===== config.mk =====
export PLATFORM = sky130hd
export DESIGN_NAME = axle_torque_signal
export DESIGN_NICKNAME = d
export VERILOG_FILES = /design/src/logic/axle_torque_pkg.sv /design/src/logic/axle_torque_signal.sv /design/src/logic/torque_field_encoder.sv
export SDC_FILE = /design/constraint.sdc
export NUM_CORES = 1
export LEC_CHECK = 0
export BUFFER_PORTS_ARGS = -buffer_cell sky130_fd_sc_hd__buf_2
export CORE_ASPECT_RATIO = 0.6
export CORE_MARGIN = 4
export CORE_UTILIZATION = 55
export DETAILED_ROUTE_END_ITERATION = 10
export HOLD_SLACK_MARGIN = 0.02
export PLACE_DENSITY_LB_ADDON = 0.3
export SYNTH_ARGS = -nofsm -noshare
export SYNTH_HDL_FRONTEND = slang
export SYNTH_HIERARCHICAL = 1
export SYNTH_SLANG_ARGS = --single-unit
export TNS_END_PERCENT = 100

===== constraint.sdc =====
create_clock -name aclk -period 12.52 [get_ports aclk]
set_input_delay 1.252 -clock aclk [delete_from_list [all_inputs] [get_ports aclk]]
set_output_delay 1.252 -clock aclk [all_outputs]
set_load 0.02 [all_outputs]

===== src/logic/axle_torque_pkg.sv =====
// Shared constants, field layouts and carriers of the axle torque signal block
package axle_torque_pkg;
	// Torque scaling: engineering = raw * 2 - offset
	localparam int TORQUE_RAW_W = 15;
	localparam int TORQUE_NM_W = 17;
	localparam int TORQUE_SUM_W = 20;
	localparam int TORQUE_OFFSET_NM = 22534;
	localparam int TORQUE_TOP_NM = 43000;
	localparam int TORQUE_NM_PER_COUNT_LOG2 = 1;
	// Axle ratio: engineering = raw * 0.01 + 2.00
	localparam int RATIO_RAW_W = 9;
	localparam logic [8:0] RATIO_RESET = 9'h000;
	// Validity encoding
	localparam logic FLAG_VALID = 1'b0;
	localparam logic FLAG_INVALID = 1'b1;
	// Timing
	localparam int CLK_MHZ = 100;
	localparam int PUBLISH_PERIOD_US = 10000;
	localparam int PUBLISH_PERIOD_CYCLES = PUBLISH_PERIOD_US * CLK_MHZ;
	localparam int RATIO_INPUT_DELAY_MS = 1000;
	// Register byte offsets
	localparam logic [7:0] ADDR_CTRL = 8'h00;
	localparam logic [7:0] ADDR_RATIO = 8'h04;
	localparam logic [7:0] ADDR_BRAKE_COMP = 8'h08;
	localparam logic [7:0] ADDR_STATUS = 8'h0c;
	localparam logic [7:0] ADDR_MASK = 8'h10;
	localparam logic [7:0] ADDR_LIVE = 8'h14;
	// Control fields
	localparam int CTRL_ENABLE_BIT = 0;
	localparam int CTRL_SHIFT_LSB = 4;
	localparam int CTRL_SHIFT_W = 3;
	localparam logic [31:0] CTRL_RESET = 32'h0000_0021;
	// Status and mask bits
	localparam int EVENT_W = 3;
	localparam int EV_ACC_LIMITED = 0;
	localparam int EV_TORQUE_INVALID = 1;
	localparam int EV_BRAKE_APPLY = 2;
	localparam logic [1:0] RESP_OKAY = 2'h0;
	localparam logic [1:0] RESP_SLVERR = 2'h2;

	typedef logic signed [TORQUE_NM_W-1:0] torque_nm_t;
	typedef logic signed [TORQUE_SUM_W-1:0] torque_sum_t;

	typedef struct packed {
		torque_nm_t pedal;
		torque_nm_t cruise;
		torque_nm_t acc;
		torque_nm_t pto;
		torque_nm_t braking;
	} driver_requests_t;

	typedef struct packed {
		logic [RATIO_RAW_W-1:0] axle_ratio;
		logic [TORQUE_RAW_W-1:0] torque;
		logic torque_invalid;
		logic [TORQUE_RAW_W-1:0] torque_max;
		logic torque_max_invalid;
	} published_frame_t;

	typedef struct packed {
		torque_nm_t torque;
		logic honored;
		logic limited_max;
	} acc_answer_t;
endpackage


===== src/logic/axle_torque_signal.sv =====
// Axle torque signal publisher with AXI4-Lite registers
`timescale 1ns/1ns
module axle_torque_signal #(
	parameter int PUBLISH_CYCLES = axle_torque_pkg::PUBLISH_PERIOD_CYCLES
) (
	// Clock and reset
	input wire logic aclk,
	input wire logic aresetn,
	// AXI4-Lite write address
	input wire logic [7:0] s_axi_awaddr,
	input wire logic s_axi_awvalid,
	output logic s_axi_awready,
	// AXI4-Lite write data
	input wire logic [31:0] s_axi_wdata,
	input wire logic [3:0] s_axi_wstrb,
	input wire logic s_axi_wvalid,
	output logic s_axi_wready,
	// AXI4-Lite write response
	output logic [1:0] s_axi_bresp,
	output logic s_axi_bvalid,
	input wire logic s_axi_bready,
	// AXI4-Lite read address
	input wire logic [7:0] s_axi_araddr,
	input wire logic s_axi_arvalid,
	output logic s_axi_arready,
	// AXI4-Lite read data
	output logic [31:0] s_axi_rdata,
	output logic [1:0] s_axi_rresp,
	output logic s_axi_rvalid,
	input wire logic s_axi_rready,
	// Driver requests from torque shaping
	input wire axle_torque_pkg::driver_requests_t requests,
	input wire logic requests_ok,
	input wire logic reverse_range,
	input wire axle_torque_pkg::torque_nm_t max_torque,
	input wire logic max_torque_ok,
	// Adaptive cruise command and answer
	input wire logic acc_cmd_valid,
	input wire axle_torque_pkg::torque_nm_t acc_cmd_torque,
	output logic acc_answer_valid,
	output axle_torque_pkg::acc_answer_t acc_answer,
	// Received brake apply flag
	input wire logic brake_apply_pin,
	// Published frame
	output axle_torque_pkg::published_frame_t frame,
	output logic frame_strobe,
	// Interrupt
	output logic irq
);
	localparam int TIMER_W = $clog2(PUBLISH_CYCLES + 1);
	localparam logic [TIMER_W-1:0] TIMER_LAST = TIMER_W'(PUBLISH_CYCLES - 1);

	logic [31:0] ctrl;
	logic [axle_torque_pkg::RATIO_RAW_W-1:0] ratio_cal;
	axle_torque_pkg::torque_nm_t brake_comp;
	logic [axle_torque_pkg::EVENT_W-1:0] status;
	logic [axle_torque_pkg::EVENT_W-1:0] mask;
	logic [axle_torque_pkg::EVENT_W-1:0] events;
	logic aw_held;
	logic w_held;
	logic [7:0] aw_addr;
	logic [31:0] w_data;
	logic [3:0] w_strb;
	logic do_write;
	logic read_take;
	logic status_read;
	logic brake_meta;
	logic brake_sync;
	logic brake_prev;
	logic [TIMER_W-1:0] timer;
	logic tick;
	axle_torque_pkg::torque_sum_t target;
	axle_torque_pkg::torque_sum_t filtered;
	axle_torque_pkg::torque_sum_t next_filtered;
	axle_torque_pkg::torque_sum_t max_wide;
	logic [axle_torque_pkg::TORQUE_RAW_W-1:0] torque_raw;
	logic torque_bad;
	logic [axle_torque_pkg::TORQUE_RAW_W-1:0] max_raw;
	logic max_bad;
	logic [axle_torque_pkg::CTRL_SHIFT_W-1:0] filter_shift;
	logic publish_on;
	logic acc_over;
	logic [31:0] merged;

	function automatic logic [31:0] merge(input logic [31:0] old, input logic [31:0] data,
			input logic [3:0] strb);
		logic [31:0] result;
		result = old;
		for (int i = 0; i < 4; i++) begin
			if (strb[i]) begin
				result[8*i +: 8] = data[8*i +: 8];
			end
		end
		return result;
	endfunction

	function automatic logic mapped(input logic [7:0] addr);
		return addr == axle_torque_pkg::ADDR_CTRL || addr == axle_torque_pkg::ADDR_RATIO
			|| addr == axle_torque_pkg::ADDR_BRAKE_COMP || addr == axle_torque_pkg::ADDR_STATUS
			|| addr == axle_torque_pkg::ADDR_MASK || addr == axle_torque_pkg::ADDR_LIVE;
	endfunction

	assign filter_shift = ctrl[axle_torque_pkg::CTRL_SHIFT_LSB +: axle_torque_pkg::CTRL_SHIFT_W];
	assign publish_on = ctrl[axle_torque_pkg::CTRL_ENABLE_BIT];

	// Write channel: address and data taken in either order
	assign s_axi_awready = !aw_held && !s_axi_bvalid;
	assign s_axi_wready = !w_held && !s_axi_bvalid;
	assign do_write = aw_held && w_held && !s_axi_bvalid;

	always_ff @(posedge aclk) begin
		if (!aresetn) begin
			aw_held <= 1'b0;
			aw_addr <= 8'h00;
		end else if (s_axi_awvalid && s_axi_awready) begin
			aw_held <= 1'b1;
			aw_addr <= s_axi_awaddr;
		end else if (do_write) begin
			aw_held <= 1'b0;
		end
	end

	always_ff @(posedge aclk) begin
		if (!aresetn) begin
			w_held <= 1'b0;
			w_data <= 32'h0000_0000;
			w_strb <= 4'h0;
		end else if (s_axi_wvalid && s_axi_wready) begin
			w_held <= 1'b1;
			w_data <= s_axi_wdata;
			w_strb <= s_axi_wstrb;
		end else if (do_write) begin
			w_held <= 1'b0;
		end
	end

	always_ff @(posedge aclk) begin
		if (!aresetn) begin
			s_axi_bvalid <= 1'b0;
			s_axi_bresp <= axle_torque_pkg::RESP_OKAY;
		end else if (do_write) begin
			s_axi_bvalid <= 1'b1;
			s_axi_bresp <= mapped(aw_addr) ? axle_torque_pkg::RESP_OKAY
				: axle_torque_pkg::RESP_SLVERR;
		end else if (s_axi_bready) begin
			s_axi_bvalid <= 1'b0;
		end
	end

	// Old register word with the written byte lanes laid over it
	always_comb begin
		case (aw_addr)
			axle_torque_pkg::ADDR_CTRL: begin
				merged = merge(ctrl, w_data, w_strb);
			end
			axle_torque_pkg::ADDR_RATIO: begin
				merged = merge(32'(ratio_cal), w_data, w_strb);
			end
			axle_torque_pkg::ADDR_BRAKE_COMP: begin
				merged = merge(32'(unsigned'(brake_comp)), w_data, w_strb);
			end
			axle_torque_pkg::ADDR_MASK: begin
				merged = merge(32'(mask), w_data, w_strb);
			end
			default: begin
				merged = w_data;
			end
		endcase
	end

	// Software registers
	always_ff @(posedge aclk) begin
		if (!aresetn) begin
			ctrl <= axle_torque_pkg::CTRL_RESET;
			ratio_cal <= axle_torque_pkg::RATIO_RESET;
			brake_comp <= '0;
			mask <= '0;
		end else if (do_write) begin
			case (aw_addr)
				axle_torque_pkg::ADDR_CTRL: begin
					ctrl <= merged;
				end
				axle_torque_pkg::ADDR_RATIO: begin
					ratio_cal <= merged[axle_torque_pkg::RATIO_RAW_W-1:0];
				end
				axle_torque_pkg::ADDR_BRAKE_COMP: begin
					brake_comp <= merged[axle_torque_pkg::TORQUE_NM_W-1:0];
				end
				axle_torque_pkg::ADDR_MASK: begin
					mask <= merged[axle_torque_pkg::EVENT_W-1:0];
				end
				default: begin
				end
			endcase
		end
	end

	// Read channel: one cycle to data, one read in flight
	assign s_axi_arready = !s_axi_rvalid;
	assign read_take = s_axi_arvalid && s_axi_arready;
	assign status_read = read_take && s_axi_araddr == axle_torque_pkg::ADDR_STATUS;

	always_ff @(posedge aclk) begin
		if (!aresetn) begin
			s_axi_rvalid <= 1'b0;
			s_axi_rdata <= 32'h0000_0000;
			s_axi_rresp <= axle_torque_pkg::RESP_OKAY;
		end else if (read_take) begin
			s_axi_rvalid <= 1'b1;
			s_axi_rresp <= mapped(s_axi_araddr) ? axle_torque_pkg::RESP_OKAY
				: axle_torque_pkg::RESP_SLVERR;
			case (s_axi_araddr)
				axle_torque_pkg::ADDR_CTRL: s_axi_rdata <= ctrl;
				axle_torque_pkg::ADDR_RATIO: s_axi_rdata <= 32'(ratio_cal);
				axle_torque_pkg::ADDR_BRAKE_COMP: s_axi_rdata <= 32'(unsigned'(brake_comp));
				axle_torque_pkg::ADDR_STATUS: s_axi_rdata <= 32'(status);
				axle_torque_pkg::ADDR_MASK: s_axi_rdata <= 32'(mask);
				axle_torque_pkg::ADDR_LIVE: begin
					s_axi_rdata <= {brake_sync, max_bad, torque_bad, 14'h0000, torque_raw};
				end
				default: s_axi_rdata <= 32'h0000_0000;
			endcase
		end else if (s_axi_rready) begin
			s_axi_rvalid <= 1'b0;
		end
	end

	// Brake flag arrives from the network receiver, so it is synchronised
	always_ff @(posedge aclk) begin
		if (!aresetn) begin
			brake_meta <= 1'b0;
			brake_sync <= 1'b0;
			brake_prev <= 1'b0;
		end else begin
			brake_meta <= brake_apply_pin;
			brake_sync <= brake_meta;
			brake_prev <= brake_sync;
		end
	end

	// Driver torque: all five request sources, acc and braking included, enter the sum
	always_comb begin
		target = axle_torque_pkg::torque_sum_t'(requests.pedal)
			+ axle_torque_pkg::torque_sum_t'(requests.cruise)
			+ axle_torque_pkg::torque_sum_t'(requests.acc)
			+ axle_torque_pkg::torque_sum_t'(requests.pto)
			+ axle_torque_pkg::torque_sum_t'(requests.braking);
		// Braking by the brake module looks like extra resistance
		if (brake_sync) begin
			target = target + axle_torque_pkg::torque_sum_t'(brake_comp);
		end
		// Inputs are in shaft sense; flip so positive means intended travel
		if (reverse_range) begin
			target = -target;
		end
		next_filtered = filtered + ((target - filtered) >>> filter_shift);
	end

	// Shift 0 passes the target straight through; larger shifts slow response
	always_ff @(posedge aclk) begin
		if (!aresetn) begin
			filtered <= '0;
		end else if (!requests_ok) begin
			filtered <= target;
		end else begin
			filtered <= next_filtered;
		end
	end

	assign max_wide = axle_torque_pkg::torque_sum_t'(max_torque);

	torque_field_encoder torque_enc (
		.value_nm(filtered),
		.value_ok(requests_ok),
		.raw(torque_raw),
		.invalid(torque_bad)
	);

	torque_field_encoder max_enc (
		.value_nm(max_wide),
		.value_ok(max_torque_ok),
		.raw(max_raw),
		.invalid(max_bad)
	);

	// Adaptive cruise requests limited to the published maximum
	assign acc_over = acc_cmd_torque > max_torque;

	always_ff @(posedge aclk) begin
		if (!aresetn) begin
			acc_answer_valid <= 1'b0;
			acc_answer <= '0;
		end else begin
			acc_answer_valid <= acc_cmd_valid;
			if (acc_cmd_valid) begin
				acc_answer.torque <= acc_over ? max_torque : acc_cmd_torque;
				acc_answer.honored <= 1'b1;
				acc_answer.limited_max <= acc_over;
			end
		end
	end

	// Period timer for publishing; period stays far under the ratio input delay
	assign tick = publish_on && timer == TIMER_LAST;

	always_ff @(posedge aclk) begin
		if (!aresetn || !publish_on || tick) begin
			timer <= '0;
		end else begin
			timer <= timer + TIMER_W'(1);
		end
	end

	always_ff @(posedge aclk) begin
		if (!aresetn) begin
			frame <= '0;
			frame.torque_invalid <= axle_torque_pkg::FLAG_INVALID;
			frame.torque_max_invalid <= axle_torque_pkg::FLAG_INVALID;
			frame_strobe <= 1'b0;
		end else begin
			frame_strobe <= tick;
			if (tick) begin
				frame.axle_ratio <= ratio_cal;
				frame.torque <= torque_raw;
				frame.torque_invalid <= torque_bad;
				frame.torque_max <= max_raw;
				frame.torque_max_invalid <= max_bad;
			end
		end
	end

	// Sticky events; a new event beats the read that clears it
	always_comb begin
		events = '0;
		events[axle_torque_pkg::EV_ACC_LIMITED] = acc_cmd_valid && acc_over;
		events[axle_torque_pkg::EV_TORQUE_INVALID] = tick && torque_bad;
		events[axle_torque_pkg::EV_BRAKE_APPLY] = brake_sync && !brake_prev;
	end

	always_ff @(posedge aclk) begin
		if (!aresetn) begin
			status <= '0;
		end else begin
			status <= (status & ~(status_read ? status : '0)) | events;
		end
	end

	assign irq = |(status & mask);
endmodule


===== src/logic/torque_field_encoder.sv =====
// Engineering torque to 15-bit network raw field with range check
`timescale 1ns/1ns
module torque_field_encoder (
	// Engineering value in N*m
	input wire axle_torque_pkg::torque_sum_t value_nm,
	input wire logic value_ok,
	// Raw field and validity
	output logic [axle_torque_pkg::TORQUE_RAW_W-1:0] raw,
	output logic invalid
);
	axle_torque_pkg::torque_sum_t shifted;
	logic below;
	logic above;

	always_comb begin
		shifted = value_nm + axle_torque_pkg::torque_sum_t'(axle_torque_pkg::TORQUE_OFFSET_NM);
		below = value_nm < -axle_torque_pkg::torque_sum_t'(axle_torque_pkg::TORQUE_OFFSET_NM);
		above = value_nm > axle_torque_pkg::torque_sum_t'(axle_torque_pkg::TORQUE_TOP_NM);
		// Saturate so an out-of-range value never wraps to a wild raw
		if (below) begin
			raw = '0;
		end else if (above) begin
			raw = '1;
		end else begin
			raw = shifted[axle_torque_pkg::TORQUE_NM_PER_COUNT_LOG2 +: axle_torque_pkg::TORQUE_RAW_W];
		end
		invalid = (!value_ok || below || above) ? axle_torque_pkg::FLAG_INVALID
			: axle_torque_pkg::FLAG_VALID;
	end
endmodule


==> impl_metrics.tcl <==
set metrics [dict create \
    cts_resized 0 \
    tightest_slew_ps 1400 \
    dp_hpwl_mm 41.4 \
    initial_core_util_pct 55.7 \
    io_pins 287 \
    post_cts_buffers 0 \
    rsz0062_at_grt "false" \
    crit_path_max_fanout 5 \
    ant_nets 0 \
    ys.flop_type "dfxtp_1" \
    yosys_warnings 6 \
    portBuffers 284 \
    grt_start_max_net_pins 111 \
    ys_top_cells_by_count "nor2_1, dfxtp_1, nand2_1, inv_1, a21oi_1" \
    diodes 0 \
    setup_tns_ps 0 \
    yosysMostFrequentCell "nor2_1" \
    coreArea_sq_mm 0.0324 \
    slowest_stage "o41ai_1" \
    grt_pass1_wl_mm 85.9 \
    ys_types 97 \
    cts_hold_buf 0 \
    fin_skew_ps 27.6 \
    grt_pass1_vias 16400 \
    clock-sinks 251 \
    die_h_um 148 \
    die_w_um 242 \
    period_minus_slack_ps 10940 \
    hold_viol_final 0 \
    netlist_instances 2253 \
    ys_seq_area_share_pct 27.8 \
    syn_area_sq_mm 0.0181 \
    gp_congestion 0.973 \
    synth_area_leaders "dfxtp_1, ha_1, fa_1" \
    worstSkewPairLatency_ps 560 \
    syn_area_per_cell_sq_um 8.02 \
    outcome "completed" \
    drt_wl_total_mm 54.0 \
    htreeDepth 1 \
    async_reset_ff_share_pct 0 \
    grt_usage_pct 28.9 \
    cts-root-buf "clkbuf_16" \
    synth_edf_count 0 \
    clk_pin_slew_ps 70 \
    crit_path_start_kind "primary input" \
    vias_per_cell 5.91 \
    cp.arrival_ps 11330 \
    wire_per_inst_um 18.6 \
    cts_buffer_depth 3 \
    worstSetupPathType "primary input to register" \
    p_leak_nw 9.12 \
    drive_above_1_share_pct 17.1 \
    endpoint_kind "register" \
    dr.pass1.iters 6 \
    fin_total_pwr_mw 6.42 \
    period_share_pct 87.4 \
    power.density_mw_per_mm2 313 \
    worst_path_largest_cell_delay_ps 690 \
    cts_buffers 25 \
    drt_iter0_drc 1602 \
    ys_ff_latch 251 \
    die-area_sq_mm 0.0359 \
    slew_viol_final 0 \
    setup_viol 0 \
    utilization_pct 63.3 \
    core.rowCount 51 \
    synth_top_area_share_pct 27.8 \
    yosys.area.top_type "dfxtp_1" \
    ir_drop_mv 0.331 \
    vias 17200 \
    nNetsFinal 2805 \
    gr-total-overflow 0 \
    clock.fmax_mhz 91.4 \
    drc 0 \
    antenna_found_initial 0 \
    cap_violations 0 \
    hold_class "register to register" \
    slew_headroom_pct 5.49 \
    syn2layout_area_growth_pct 13.5 \
    required_ps 12920 \
    cts_tree "built" \
]
state kept, by name, indices dropped and copies added, names as in the netlist, 3 cells and up:
| signal | flops |
|---|---|
| acc_answer | 19 |
| aw_addr | 8 |
| brake_comp | 17 |
| ctrl | 32 |
| filtered | 20 |
| frame | 41 |
| mask | 3 |
| ratio_cal | 9 |
| s_axi_rdata | 32 |
| status | 3 |
| timer | 20 |
| w_data | 32 |
| w_strb | 4 |
metal layers:
metal / routed length, um / GRT usage (%) / vias to the layer above
li1: - / - / 8276
met1: 24200 / 41.6 / 8110
met2: 23100 / 43.9 / 712
met3: 5610 / 7.15 / 89
met4: 1110 / 6.73 / 0
met5: 0 / 0 / -
report_power, final:
| part | internal (mW) | total [mW] | switching, mW | leakage [nW] |
|---|---|---|---|---|
| Sequential | 0.854 | 0.938 | 0.0840 | 2.04 |
| Combinational | 1.97 | 4.71 | 2.73 | 6.65 |
| Clock | 0.447 | 0.777 | 0.331 | 0.425 |
| Total | 3.27 | 6.42 | 3.15 | 9.12 |
worst paths after layout:
kind | startpoint | end | slack (ps) | cells past startpoint
max | requests[1] | filtered[18] | 1580 | 42
min | brake_meta | brake_sync | 440 | 1
max reg2reg | brake_sync | filtered[18] | 4090 | 30
min reg2reg | brake_meta | brake_sync | 440 | 1
area by class of cell:
type | instances | area [sq um]
multi-input combinational | 1684 | 11800
clock buffer | 34 | 719
timing repair buffer | 296 | 1510
inverter | 208 | 787
tap | 424 | 531
clock inverter | 11 | 124
fill | 2832 | 11900
sequential | 251 | 5020
kinds of logic after synthesis:
group | count (synthesis) | share of synthesized area (%)
simple gates | 744 | 19.4
compound gates | 546 | 20.1
buf+inv | 319 | 6.86
flops | 251 | 27.8
fa+ha+maj | 156 | 13.1
mux | 126 | 7.28
xor+xnor | 110 | 5.41
other cells | 1 | 0.0208
worst max-delay path, delay by kind of cell:
family	cells	cell delay (ps)
muxes	2	560
buffers and inverters	4	250
and+or+nand+nor	8	1440
adders and majority gates	8	2990
AOI/OAI and AO/OA	16	4260
xor gates and xnor gates	4	570
metrics by stage:
stage               hold slack (ps)  area [sq um]  setup WS [ps]  std cells
floorplan                       412         18100           2470       2254
detailed placement              420         19700           1230       2863
global route                    470         20500            840       2908
global placement                418         19700           1450       2863
finish                          444         20500           1580       2908
CTS                             448         20500           1760       2908
layout by cell type, fill, tap and decap left out, types with 35 or more instances in the layout:
cell type and instances:
nand2_1 229, xor2_1 50, nor2_1 267, fa_1 56, mux2i_1 101, xnor2_1 59, buf_2 284, dfxtp_1 251
a21oi_1 191, inv_1 205, a22oi_1 35, ha_1 100, o21ai_0 84
Power figures use the tool's default switching activity.
